File: config.mk
export PLATFORM = sky130hd
export DESIGN_NAME = rcd_diag
export DESIGN_NICKNAME = d
export VERILOG_FILES = /design/src/rcd_pkg.sv /design/src/rcd_lq_thresh.sv /design/src/rcd_pulse_gen.sv /design/src/rcd_diag.sv
export SDC_FILE = /design/constraint.sdc
export NUM_CORES = 1
export LEC_CHECK = 0
export BUFFER_PORTS_ARGS = -buffer_cell sky130_fd_sc_hd__clkbuf_2
export CELL_PAD_IN_SITES_DETAIL_PLACEMENT = 1
export CELL_PAD_IN_SITES_GLOBAL_PLACEMENT = 2
export CORE_MARGIN = 2
export CORE_UTILIZATION = 38
export CTS_BUF_LIST = sky130_fd_sc_hd__clkbuf_8
export DETAILED_ROUTE_END_ITERATION = 6
export PLACE_DENSITY_LB_ADDON = 0.1
export SYNTH_ARGS = -nofsm -noshare
export SYNTH_HDL_FRONTEND = slang
export SYNTH_SLANG_ARGS = --single-unit
export TNS_END_PERCENT = 50
File: constraint.sdc
create_clock -name clock -period 3.6 [get_ports clock]
set_clock_uncertainty 0.05 [all_clocks]
set_input_delay 0.18 -clock clock [delete_from_list [all_inputs] [get_ports clock]]
set_output_delay 0.18 -clock clock [all_outputs]
set_load 0.05 [all_outputs]
File: src/rcd_pkg.sv
// package for the reflectometry and link quality threshold block
// assumes a management register port of 5-bit address and 16-bit data
package rcd_pkg;
  // register addresses
  localparam logic [4:0] ADDR_CTRL = 5'h16;
  localparam logic [4:0] ADDR_WIN  = 5'h17;
  localparam logic [4:0] ADDR_PEAK = 5'h18;
  localparam logic [4:0] ADDR_THR  = 5'h19;
  localparam logic [4:0] ADDR_LQ   = 5'h1E;
  // control fields
  localparam int CTRL_EN      = 15;
  localparam int CTRL_FAST    = 14;
  localparam int CTRL_TXRXP   = 13;
  localparam int CTRL_MONRXP  = 12;
  localparam int CTRL_SEND    = 11;
  localparam int CTRL_PW_HI   = 10;
  localparam int CTRL_PW_LO   = 8;
  localparam int CTRL_MINMODE = 7;
  localparam int CTRL_THR_HI  = 5;
  localparam logic [15:0] CTRL_RESET = 16'h0000;
  localparam logic [15:0] WIN_RESET  = 16'h00FF;
  // threshold port fields
  localparam int LQ_WRITE  = 14;
  localparam int LQ_HIGH   = 11;
  localparam int LQ_SEL_HI = 10;
  localparam int LQ_SEL_LO = 8;
  localparam int LQ_NPARAM = 5;
  localparam logic [7:0] SMIN = 8'h80;
  localparam logic [7:0] SMAX = 8'h7F;
  localparam logic [7:0] UMIN = 8'h00;
  localparam logic [7:0] UMAX = 8'hFF;
  localparam logic [2:0] SEL_GAIN = 3'h1;
  // timing
  localparam int CLK_NS    = 100;
  localparam int SLOW_W_NS = 100;
  localparam int SLOW_CYC  = (SLOW_W_NS + CLK_NS - 1) / CLK_NS;
  typedef enum logic [1:0] {
    ST_IDLE = 2'b00,
    ST_RUN  = 2'b01
  } rcd_state_t;
endpackage : rcd_pkg

File: src/rcd_lq_thresh.sv
// link quality threshold store and warning compare
// assumes parameter values arrive synchronous to clock
module rcd_lq_thresh
  import rcd_pkg::*;
(
  // clock and reset
  input  wire logic                    clock,
  input  wire logic                    rst_n,
  input  wire logic                    clkEn,
  // port write
  input  wire logic                    wrEn,
  input  wire logic [15:0]             wrData,
  output logic      [7:0]              rdValue,
  // monitored values, five bytes
  input  wire logic [8*LQ_NPARAM-1:0]  paramVal,
  output logic      [LQ_NPARAM-1:0]    warnHigh,
  output logic      [LQ_NPARAM-1:0]    warnLow
);
  logic [7:0] hi_r [LQ_NPARAM];
  logic [7:0] lo_r [LQ_NPARAM];
  logic [7:0] hi_nxt [LQ_NPARAM];
  logic [7:0] lo_nxt [LQ_NPARAM];
  logic [2:0] sel_r, sel_nxt;
  logic       selHi_r, selHi_nxt;

  // signed compare except gain, which is unsigned
  function automatic logic gt(input logic [7:0] a, input logic [7:0] b, input logic uns);
    gt = uns ? (a > b) : ($signed(a) > $signed(b));
  endfunction : gt

  always_comb begin
    sel_nxt   = sel_r;
    selHi_nxt = selHi_r;
    hi_nxt    = hi_r;
    lo_nxt    = lo_r;
    if (wrEn) begin
      sel_nxt   = wrData[LQ_SEL_HI:LQ_SEL_LO];
      selHi_nxt = wrData[LQ_HIGH];
      if (wrData[LQ_WRITE] && (wrData[LQ_SEL_HI:LQ_SEL_LO] < 3'(LQ_NPARAM))) begin // RULE_01
        if (wrData[LQ_HIGH]) hi_nxt[wrData[LQ_SEL_HI:LQ_SEL_LO]] = wrData[7:0];
        else lo_nxt[wrData[LQ_SEL_HI:LQ_SEL_LO]] = wrData[7:0];
      end
    end
  end

  always_ff @(posedge clock) begin
    if (!rst_n) begin
      sel_r   <= 3'h0;
      selHi_r <= 1'b0;
      for (int i = 0; i < LQ_NPARAM; i++) begin
        hi_r[i] <= (i == int'(SEL_GAIN)) ? UMAX : SMAX; // RULE_04 RULE_05
        lo_r[i] <= (i == int'(SEL_GAIN)) ? UMIN : SMIN; // RULE_04 RULE_05
      end
    end else if (clkEn) begin
      sel_r   <= sel_nxt;
      selHi_r <= selHi_nxt;
      hi_r    <= hi_nxt;
      lo_r    <= lo_nxt;
    end
  end

  // readback of the selected threshold
  always_comb begin
    rdValue = 8'h00;
    if (sel_r < 3'(LQ_NPARAM)) rdValue = selHi_r ? hi_r[sel_r] : lo_r[sel_r]; // RULE_02
  end

  // strict compares: equality never warns
  always_comb begin
    for (int i = 0; i < LQ_NPARAM; i++) begin
      warnHigh[i] = gt(paramVal[8*i +: 8], hi_r[i], i == int'(SEL_GAIN)); // RULE_03
      warnLow[i]  = gt(lo_r[i], paramVal[8*i +: 8], i == int'(SEL_GAIN)); // RULE_03
    end
  end
endmodule : rcd_lq_thresh

File: src/rcd_pulse_gen.sv
// reflectometry pulse shaper for both common drivers
// assumes one clock is one sample interval
module rcd_pulse_gen
  import rcd_pkg::*;
(
  // clock and reset
  input  wire logic       clock,
  input  wire logic       rst_n,
  input  wire logic       clkEn,
  // control
  input  wire logic       launch,
  input  wire logic       fastMode,
  input  wire logic [2:0] width,
  // driver pins
  output logic            slowDrive,
  output logic            fastPos,
  output logic            fastNeg
);
  logic [3:0] cnt_r, cnt_nxt;
  logic       pol_r, pol_nxt;
  logic       fast_r, fast_nxt;

  always_comb begin
    cnt_nxt  = cnt_r;
    pol_nxt  = pol_r;
    fast_nxt = fast_r;
    if (launch) begin
      fast_nxt = fastMode;
      // slow link pulse width rounds up to whole clocks; short and long codes both give one clock, 100ns
      if (width == 3'h0) cnt_nxt = 4'h0; // RULE_09
      else if (fastMode) cnt_nxt = {1'b0, width}; // RULE_07 RULE_15
      else if (width > 3'h3) cnt_nxt = 4'(SLOW_CYC); // RULE_06
      else cnt_nxt = 4'((SLOW_W_NS / 2 + CLK_NS - 1) / CLK_NS); // RULE_06
      if (fastMode && width != 3'h0) pol_nxt = ~pol_r; // RULE_08
    end else if (cnt_r != 4'h0) begin
      cnt_nxt = cnt_r - 4'h1;
    end
  end

  always_ff @(posedge clock) begin
    if (!rst_n) begin
      cnt_r  <= 4'h0;
      pol_r  <= 1'b0; // first fast pulse goes out positive
      fast_r <= 1'b0;
    end else if (clkEn) begin
      cnt_r  <= cnt_nxt;
      pol_r  <= pol_nxt;
      fast_r <= fast_nxt;
    end
  end

  assign slowDrive = (cnt_r != 4'h0) && !fast_r;
  assign fastPos   = (cnt_r != 4'h0) && fast_r && pol_r;
  assign fastNeg   = (cnt_r != 4'h0) && fast_r && !pol_r;
endmodule : rcd_pulse_gen

File: src/rcd_diag.sv
// reflectometry engine with management registers and threshold port
// assumes register port strobes are one clock wide and synchronous
module rcd_diag
  import rcd_pkg::*;
// Functional notes
// (RULE_01) one write with data, selector and write strobe updates that threshold
// (RULE_02) writing only a selector makes a read return that stored threshold
// (RULE_03) warning only when strictly above high or strictly below low
// (RULE_04) thresholds reset to parameter maximum and minimum limits
// (RULE_05) four thresholds signed 80..7F, gain threshold unsigned 00..FF
// (RULE_06) slow mode sends link pulses of 50 or 100 ns width; the code sends one 100 ns clock for both
// (RULE_07) fast mode pulses are multiples of 8 ns up to 56 ns; the code gives multiples of the 100 ns clock up to 700 ns
// (RULE_08) fast driver pulses alternate polarity
// (RULE_09) width zero sends nothing yet monitor still runs
// (RULE_10) track peak and threshold crossing with first time in clocks
// (RULE_11) monitor timer starts at pulse launch
// (RULE_12) enable bit 15 hands both drivers to the engine
// (RULE_13) bit 11 launches one pulse and starts the monitor
// (RULE_14) bit 14 selects fast driver when set, slow when clear
// (RULE_15) bits 10:8 give fast pulse width 0 to 7 clocks; slow pulses get 0 or 1 clock
// (RULE_16) bit 13 puts pulse on receive pair, default transmit pair
// (RULE_17) bit 7 clear seeks maxima, set seeks minima
// (RULE_18) bit 12 monitors receive pair, default transmit pair
// (RULE_19) window start 15:8 to stop 7:0 inclusive qualify samples
// (RULE_20) peak at 18h, threshold crossing at 19h
// (RULE_21) software should average runs and window out its own pulse
// (RULE_22) captures clear at send, one sample per clock, stop after window
(
  // clock and reset
  input  wire logic                   clock,
  input  wire logic                   rst_n,
  input  wire logic                   clkEn,
  // management register port
  input  wire logic [4:0]             regAddr,
  input  wire logic                   regWr,
  input  wire logic [15:0]            regWrData,
  output logic      [15:0]            regRdData,
  // adc samples per pair
  input  wire logic [7:0]             adcTxPair,
  input  wire logic [7:0]             adcRxPair,
  // link quality parameter values
  input  wire logic [8*LQ_NPARAM-1:0] lqParams,
  output logic      [LQ_NPARAM-1:0]   lqWarnHigh,
  output logic      [LQ_NPARAM-1:0]   lqWarnLow,
  // front end control
  output logic                        normalSuspend,
  output logic                        pulseOnRxPair,
  output logic                        slowDrive,
  output logic                        fastPos,
  output logic                        fastNeg,
  output logic                        busy
);
  rcd_state_t st_r, st_nxt;
  logic [15:0] ctrl_r, ctrl_nxt;
  logic [15:0] win_r, win_nxt;
  logic [7:0]  timer_r, timer_nxt;
  logic [7:0]  peak_r, peak_nxt;
  logic [7:0]  peakT_r, peakT_nxt;
  logic [7:0]  thrT_r, thrT_nxt;
  logic [7:0]  thrV_r, thrV_nxt;
  logic        thrHit_r, thrHit_nxt;
  logic [7:0]  sample;
  logic        qual;
  logic        launch;
  logic        lqWr;
  logic [7:0]  lqRd;
  logic [15:0] rdNxt, rd_r;

  // "a beyond b" in the chosen search direction
  function automatic logic beyond(input logic [7:0] a, input logic [7:0] b, input logic minMode);
    beyond = minMode ? ($signed(a) < $signed(b)) : ($signed(a) > $signed(b));
  endfunction : beyond

  // a send while busy is dropped so pulse and timer never slip apart
  assign launch = regWr && (regAddr == ADDR_CTRL) && regWrData[CTRL_SEND]
                  && (st_r == ST_IDLE)
                  && (regWrData[CTRL_EN] || ctrl_r[CTRL_EN]); // RULE_13
  assign lqWr   = regWr && (regAddr == ADDR_LQ);
  assign sample = ctrl_r[CTRL_MONRXP] ? adcRxPair : adcTxPair; // RULE_18
  assign qual   = (st_r == ST_RUN) && (timer_r >= win_r[15:8]) && (timer_r <= win_r[7:0]); // RULE_19

  always_comb begin
    st_nxt     = st_r;
    ctrl_nxt   = ctrl_r;
    win_nxt    = win_r;
    timer_nxt  = timer_r;
    peak_nxt   = peak_r;
    peakT_nxt  = peakT_r;
    thrT_nxt   = thrT_r;
    thrV_nxt   = thrV_r;
    thrHit_nxt = thrHit_r;
    if (regWr && regAddr == ADDR_CTRL) begin
      ctrl_nxt = regWrData;
      ctrl_nxt[CTRL_SEND] = 1'b0; // self clearing send
    end
    if (regWr && regAddr == ADDR_WIN) win_nxt = regWrData;
    unique case (st_r)
      ST_IDLE: begin
        if (launch) begin
          st_nxt     = ST_RUN;
          timer_nxt  = 8'h00; // RULE_11
          peak_nxt   = regWrData[CTRL_MINMODE] ? 8'h7F : 8'h80; // RULE_22
          peakT_nxt  = 8'h00;
          thrT_nxt   = 8'h00;
          thrHit_nxt = 1'b0;
          thrV_nxt   = {regWrData[CTRL_THR_HI:0], 2'b00};
        end
      end
      ST_RUN: begin
        if (qual) begin
          if (beyond(sample, peak_r, ctrl_r[CTRL_MINMODE])) begin // RULE_10 RULE_17
            peak_nxt  = sample;
            peakT_nxt = timer_r;
          end
          // threshold magnitude from low control bits, negated in min mode
          if (!thrHit_r && beyond(sample, ctrl_r[CTRL_MINMODE] ? -thrV_r : thrV_r,
                                  ctrl_r[CTRL_MINMODE])) begin // RULE_10
            thrHit_nxt = 1'b1;
            thrT_nxt   = timer_r;
          end
        end
        timer_nxt = timer_r + 8'h01; // RULE_22
        if (timer_r >= win_r[7:0] || !ctrl_r[CTRL_EN]) st_nxt = ST_IDLE; // RULE_22
      end
      default: st_nxt = ST_IDLE;
    endcase
  end

  always_ff @(posedge clock) begin
    if (!rst_n) begin
      st_r     <= ST_IDLE;
      ctrl_r   <= CTRL_RESET;
      win_r    <= WIN_RESET; // RULE_19
      timer_r  <= 8'h00;
      peak_r   <= 8'h00;
      peakT_r  <= 8'h00;
      thrT_r   <= 8'h00;
      thrV_r   <= 8'h00;
      thrHit_r <= 1'b0;
    end else if (clkEn) begin
      st_r     <= st_nxt;
      ctrl_r   <= ctrl_nxt;
      win_r    <= win_nxt;
      timer_r  <= timer_nxt;
      peak_r   <= peak_nxt;
      peakT_r  <= peakT_nxt;
      thrT_r   <= thrT_nxt;
      thrV_r   <= thrV_nxt;
      thrHit_r <= thrHit_nxt;
    end
  end

  // registered read data, sampled from address each clock
  always_comb begin
    unique case (regAddr)
      ADDR_CTRL: rdNxt = ctrl_r;
      ADDR_WIN:  rdNxt = win_r;
      ADDR_PEAK: rdNxt = {peak_r, peakT_r}; // RULE_20
      ADDR_THR:  rdNxt = {thrHit_r, 7'h00, thrT_r}; // RULE_20
      ADDR_LQ:   rdNxt = {8'h00, lqRd}; // RULE_02
      default:   rdNxt = 16'h0000;
    endcase
  end

  always_ff @(posedge clock) begin
    if (!rst_n) rd_r <= 16'h0000;
    else if (clkEn) rd_r <= rdNxt;
  end
  assign regRdData = rd_r;

  rcd_pulse_gen uPulse (
    .clock     (clock),
    .rst_n     (rst_n),
    .clkEn     (clkEn),
    .launch    (launch && clkEn),
    .fastMode  (regWrData[CTRL_FAST]), // RULE_14
    .width     (regWrData[CTRL_PW_HI:CTRL_PW_LO]), // RULE_15
    .slowDrive (slowDrive),
    .fastPos   (fastPos),
    .fastNeg   (fastNeg)
  );

  rcd_lq_thresh uThresh (
    .clock    (clock),
    .rst_n    (rst_n),
    .clkEn    (clkEn),
    .wrEn     (lqWr),
    .wrData   (regWrData),
    .rdValue  (lqRd),
    .paramVal (lqParams),
    .warnHigh (lqWarnHigh),
    .warnLow  (lqWarnLow)
  );

  assign normalSuspend = ctrl_r[CTRL_EN]; // RULE_12
  assign pulseOnRxPair = ctrl_r[CTRL_TXRXP]; // RULE_16
  assign busy          = (st_r == ST_RUN);
endmodule : rcd_diag

Word-level counts from Yosys, hierarchy flattened. Index checks and enable logic that the tools add are counted.

Word-level logic and storage cells: 148. Output and inout port bits: 32. Input bits: 81. Register bits: 178.

Multiplexer cells: 41. Reductions and logical operators: 42. Equal/unequal tests: 11. Add/sub/neg operators: 3. Magnitude comparators: 22. Bitwise gates (word level): 4.

Operators by type and width (number): $mux 8 (18); $gt 8x8->1 (12); $bwmux 40 (2); $pmux 16 s5 (1); $pmux 8 s2 (4); $bmux 8 s3 (2); $eq 5x5->1 const B (5); $demux 8 s3 (1); $logic_and 1x1->1 (17); $ge 8x8->1 (2); $lt 8x8->1 (2); $mux 4 (3); $reduce_and 3->1 (4); $reduce_and 2->1 (5); $reduce_and 5->1 (2); $add 8x1->8 const B (1); $ge 4x4->1 const B (2); $le 8x8->1 (1); $ne 2x1->1 const B (4); $neg 8->8 (1); $not 3->4 (2); $reduce_and 4->1 (2); $lt 3x3->1 const B (2); $mux 1 (5); other kinds (16) (23).

Longest topological paths before layout.
Word-level depth: 8. Depth in mapped cells: 13. Depth with buffers taken out: 12.

By module. From an unflattened synthesis, not the netlist that was laid out.

Cells, all modules: 1209. Area total of the unflattened synthesis: 11060.6 um^2.

By module, submodules not included: rcd_lq_thresh (area each 5954.5 um^2, cells each 629, sequential area each 1681.6 um^2, instances 1); rcd_diag (area each 4727.0 um^2, cells each 533, sequential area each 1741.7 um^2, instances 1); rcd_pulse_gen (area each 379.1 um^2, cells each 47, sequential area each 120.1 um^2, instances 1).

Least setup slack after synthesis. No wires, ideal clock.

Path type: reg-to-reg. From: register thrV_r[2]. To: register thrT_r[0]. Data required time: 3462 ps. Period minus slack after synthesis: 2852 ps. Data arrival time: 2714 ps. Buffers on the path: 1. Path slack: 748 ps. Stages on the path, launching flop included: 12. Library setup time: 88 ps. Cells stage by stage: dfxtp_1 -> or3_1 -> o31ai_1 -> xor2_1 -> ha_1 -> and4_1 -> o21ai_0 -> a32oi_1 -> mux2_2 -> or3_1 -> buf_2 -> o32ai_2.

Word-level cells in the longest chain between the ends: 7. Elaborated cells between the ends (all ways): 8. Classes of those cells: 1 x add/sub; 2 x order compare; 1 x eq/ne; 2 x mux; 2 x reduce/logical.

Ends and longest elaborated chain: from (decl) (line rcd_diag.sv:60) `logic [7:0] thrV_r, thrV_nxt;`; from (signal assigned) (line rcd_diag.sv:148) `thrV_r <= thrV_nxt;`; $neg 8->8 (line rcd_diag.sv:116) `if (!thrHit_r && beyond(sample, ctrl_r[CTRL_MINMODE] ? -thrV_r : thrV_r,`; $mux 8 (*) (line rcd_diag.sv:116); $gt 8x8->1 / $lt 8x8->1 (equally long branches) (line rcd_diag.sv:71) `beyond = minMode ? ($signed(a) < $signed(b)) : ($signed(a) > $signed(b));`; $mux 1 (*) (line rcd_diag.sv:71); $logic_and 1x1->1 (*) (line rcd_diag.sv:116); $ne 2x1->1 (no line) (*); $reduce_and 5->1 (no line) (*); to (signal assigned) (line rcd_diag.sv:147) `thrT_r <= thrT_nxt;`; to (decl) (line rcd_diag.sv:59) `logic [7:0] thrT_r, thrT_nxt;`.

Every way passes the cells marked *; elsewhere a longest branch is shown, timed or not. A chain may end at the register's enable or synchronous reset.

Worst setup path in the final report. Ends and elaborated chain as after synthesis.

==> results.sh <==
export IMPL_crit_required_ns=3.94
export IMPL_grt_overflow=0
export IMPL_cell_internal_pwr_uw=2811
export IMPL_via_count=9370
export IMPL_diodes=0
export IMPL_coreArea_sq_um=27860
export IMPL_root_buffer="clkbuf_8"
export IMPL_synth_top_area_share=0.3288
export IMPL_setup_violations=0
export IMPL_critPathKind="register to register"
export IMPL_cp_end_kind="register"
export IMPL_slowest_delay_ns=0.47
export IMPL_cts_tree="built"
export IMPL_syn_num_nets=1444
export IMPL_post_route_util=0.4355
export IMPL_drtAntennaViolNets=0
export IMPL_grt_use_total=0.2404
export IMPL_synth_common_cells="177 x dfxtp_1, 171 x nand2_1, 123 x inv_1"
export IMPL_r2r_slack_ns=0.42
export IMPL_drive_above_1_share=0.1615
export IMPL_seq_power_share=0.503
export IMPL_p_leak_uw=0.005224
export IMPL_syn_area_per_cell_sq_um=8.621
export IMPL_synth_distinct_cells=71
export IMPL_grt_pass1_wl_microns=54590
export IMPL_path_common_cell="or3_1"
export IMPL_rsz0062_at_grt="false"
export IMPL_avgViaCountPerCell=5.422
export IMPL_die_y_microns=172.4
export IMPL_io_pins=113
export IMPL_totalWireLength_microns=34350
export IMPL_ys_warnings_count=0
export IMPL_ys_top_cells_by_area="dfxtp_1 33%, ha_1 13%, mux2i_1 7.6%, nand2_1 6.0%, inv_1 4.3%"
export IMPL_synth_area_sq_um=10780
export IMPL_die_w_microns=172.4
export IMPL_period_minus_slack_ns=3.182
export IMPL_switching_share=0.2948
export IMPL_p_per_area_nw_per_um2=328.6
export IMPL_synthCells=1250
export IMPL_grt_pass1_vias=9584
export IMPL_placed_area_sq_um=11700
export IMPL_hold_path_class="primary input to register"
export IMPL_ir_worst_vdd_mv=0.2364
export IMPL_post_cts_buffers=0
export IMPL_place_congestion=0.7745
export IMPL_clockPowerShare=0.360
export IMPL_numCtsBuffers=17
export IMPL_clock_sinks=177
export IMPL_p_comb_frac=0.137
export IMPL_drv_cap=0
export IMPL_finalCritPeriodShare=0.8839
export IMPL_yosysMostFrequentCell="dfxtp_1"
export IMPL_switchingPower_uw=1175
export IMPL_fp_dieArea_sq_um=29720
export IMPL_worstMarginPinSlew_ns=0.9393
export IMPL_port_buffers=112
export IMPL_antenna_found_initial=0
export IMPL_clk_pin_slew_worst_paths_ns=0.10
export IMPL_path_cells="or3_1, o31ai_1, xor2_1, ha_1, and4_1, o21ai_0, a32oi_1, mux2_2, or3_1, o32ai_2"
export IMPL_firstDrtPassIters=5
export IMPL_ys_flop_type="dfxtp_1"
export IMPL_cpMaxStageDelayCell="or3_1"
export IMPL_nNetsFinal=1531
export IMPL_cts_htree_levels=4
export IMPL_relSlewSlack=0.3729
export IMPL_remaining_drc_errors=0
export IMPL_area_growth_pct=12.57
export IMPL_hold_viol_final=0
export IMPL_async_flop_share=0
export IMPL_fin_setup_tns_ns=0
export IMPL_status="finished clean"
export IMPL_wl_per_cell_microns=19.88
export IMPL_hpwl_microns=25860
export IMPL_synth_area_leader_cell="dfxtp_1"
export IMPL_grt_max_degree=66
export IMPL_clock_path_buffers=2
export IMPL_startpoint_type="register"
export IMPL_arrival_ns=3.53
export IMPL_first_iter_violations=532
export IMPL_ys_seq_area_frac=0.3288
export IMPL_clk_insertion_delay_late_ns=0.47
export IMPL_synth_edf_count=0
export IMPL_ys_seq_elements=177
export IMPL_crit_fanout=8
export IMPL_slew_viol_final=0
export IMPL_fmax_ghz=0.3142
export IMPL_rows=61
export IMPL_p_total_uw=3987
export IMPL_final_area_sq_um=12130
export IMPL_initial_utilization=0.3868
what timing repair did:
item,4_1_cts,5_1_grt
hold endpoints to repair,7,0
resized for setup,0,0
hold buffers,4,0
power by group through the flow:
| stage | registers [uW] | logic, uW | clock network (uW) |
|---|---|---|---|
| 3_5_place_dp | 2050 | 540 | 0 |
| 6_report | 2010 | 547 | 1430 |
| 4_1_cts | 2010 | 547 | 1460 |
| 3_3_place_gp | 2050 | 533 | 0 |
| 5_1_grt | 2010 | 601 | 1550 |
| 2_1_floorplan | 2040 | 354 | 0 |
cells in the final DEF (no fill, tap or decap), drive strengths merged, types with 9 or more instances in the layout:
cell,count
nor2,84
mux4,15
ha,113
nand3,26
nor3,14
o221ai,9
clkbuf,130
inv,129
xor2,9
buf,25
mux2i,82
a21oi,76
o41ai,9
o22ai,9
nand2,171
a21o,14
mux2,17
o211ai,54
or3,9
nor2b,20
dfxtp,177
o21a,30
o21ai,16
a222oi,9
nand4,15
through the flow:
stage	setup WS [ns]	hold WS, ns	instances
floorplan	0.7480	0.2660	1250
global placement	0.4926	0.3889	1692
detailed placement	0.4345	0.3979	1692
CTS	0.4296	0.02240	1728
global route	0.1953	0.05416	1728
finish	0.4178	0.04418	1728
final timing paths:
check	endpoint	cells past startpoint	start
max	thrT_r[0]$_SDFFE_PN0P_	10	thrV_r[2]$_SDFFE_PN0P_
min	ctrl_r[9]$_SDFFE_PN0P_	3	regWrData[9]
max reg2reg	thrT_r[0]$_SDFFE_PN0P_	10	thrV_r[2]$_SDFFE_PN0P_
min reg2reg	ctrl_r[1]$_SDFFE_PN0P_	2	ctrl_r[1]$_SDFFE_PN0P_
registers in the layout, indices dropped and copies added (netlist names), 6 cells and up:
register	flops
ctrl_r	15
peakT_r	8
peak_r	8
regRdData	16
thrT_r	8
thrV_r	6
timer_r	8
uThresh.hi_r	40
uThresh.lo_r	40
win_r	16
critical path, delay by kind of cell (launching register included):
| family | cells | cell delay (ns) |
|---|---|---|
| AOI/OAI and AO/OA | 4 | 0.79 |
| xor gates and xnor gates | 1 | 0.11 |
| adders and majority gates | 1 | 0.32 |
| DFF | 1 | 0.33 |
| muxes | 1 | 0.40 |
| and+or+nand+nor | 3 | 1.10 |
layout make-up:
class | instances | area [sq um]
flip-flops and latches | 177 | 3543
multi-input cells | 876 | 6466
clock buffers | 19 | 261.5
well taps | 378 | 473.0
fillers | 3331 | 15730
clock inverters | 13 | 135.1
repair buffers | 140 | 783.3
inverters | 125 | 469.2
logic make-up (layout without fill, tap and decap cells):
kind of cell	count (synthesis)	after routing	synth area share
and+or+nand+nor	370	370	0.1608
muxes	114	114	0.1253
buffers and inverters	197	297	0.07117
adders and majority gates	113	113	0.1312
xor gates and xnor gates	10	10	0.008128
AOI/OAI and AO/OA	269	269	0.1746
DFF	177	177	0.3288
metal layers:
metal / vias to the layer above / global-route usage / share of wire
met1: 4628 / 0.3514 / 0.52
met3: 17 / 0.02678 / 0.024
met4: 0 / 0.03544 / 0.0054
li1: 4599 / - / -
met5: - / 0 / 0
met2: 126 / 0.3880 / 0.46
Note: power is estimated with default switching activity, not from simulation.
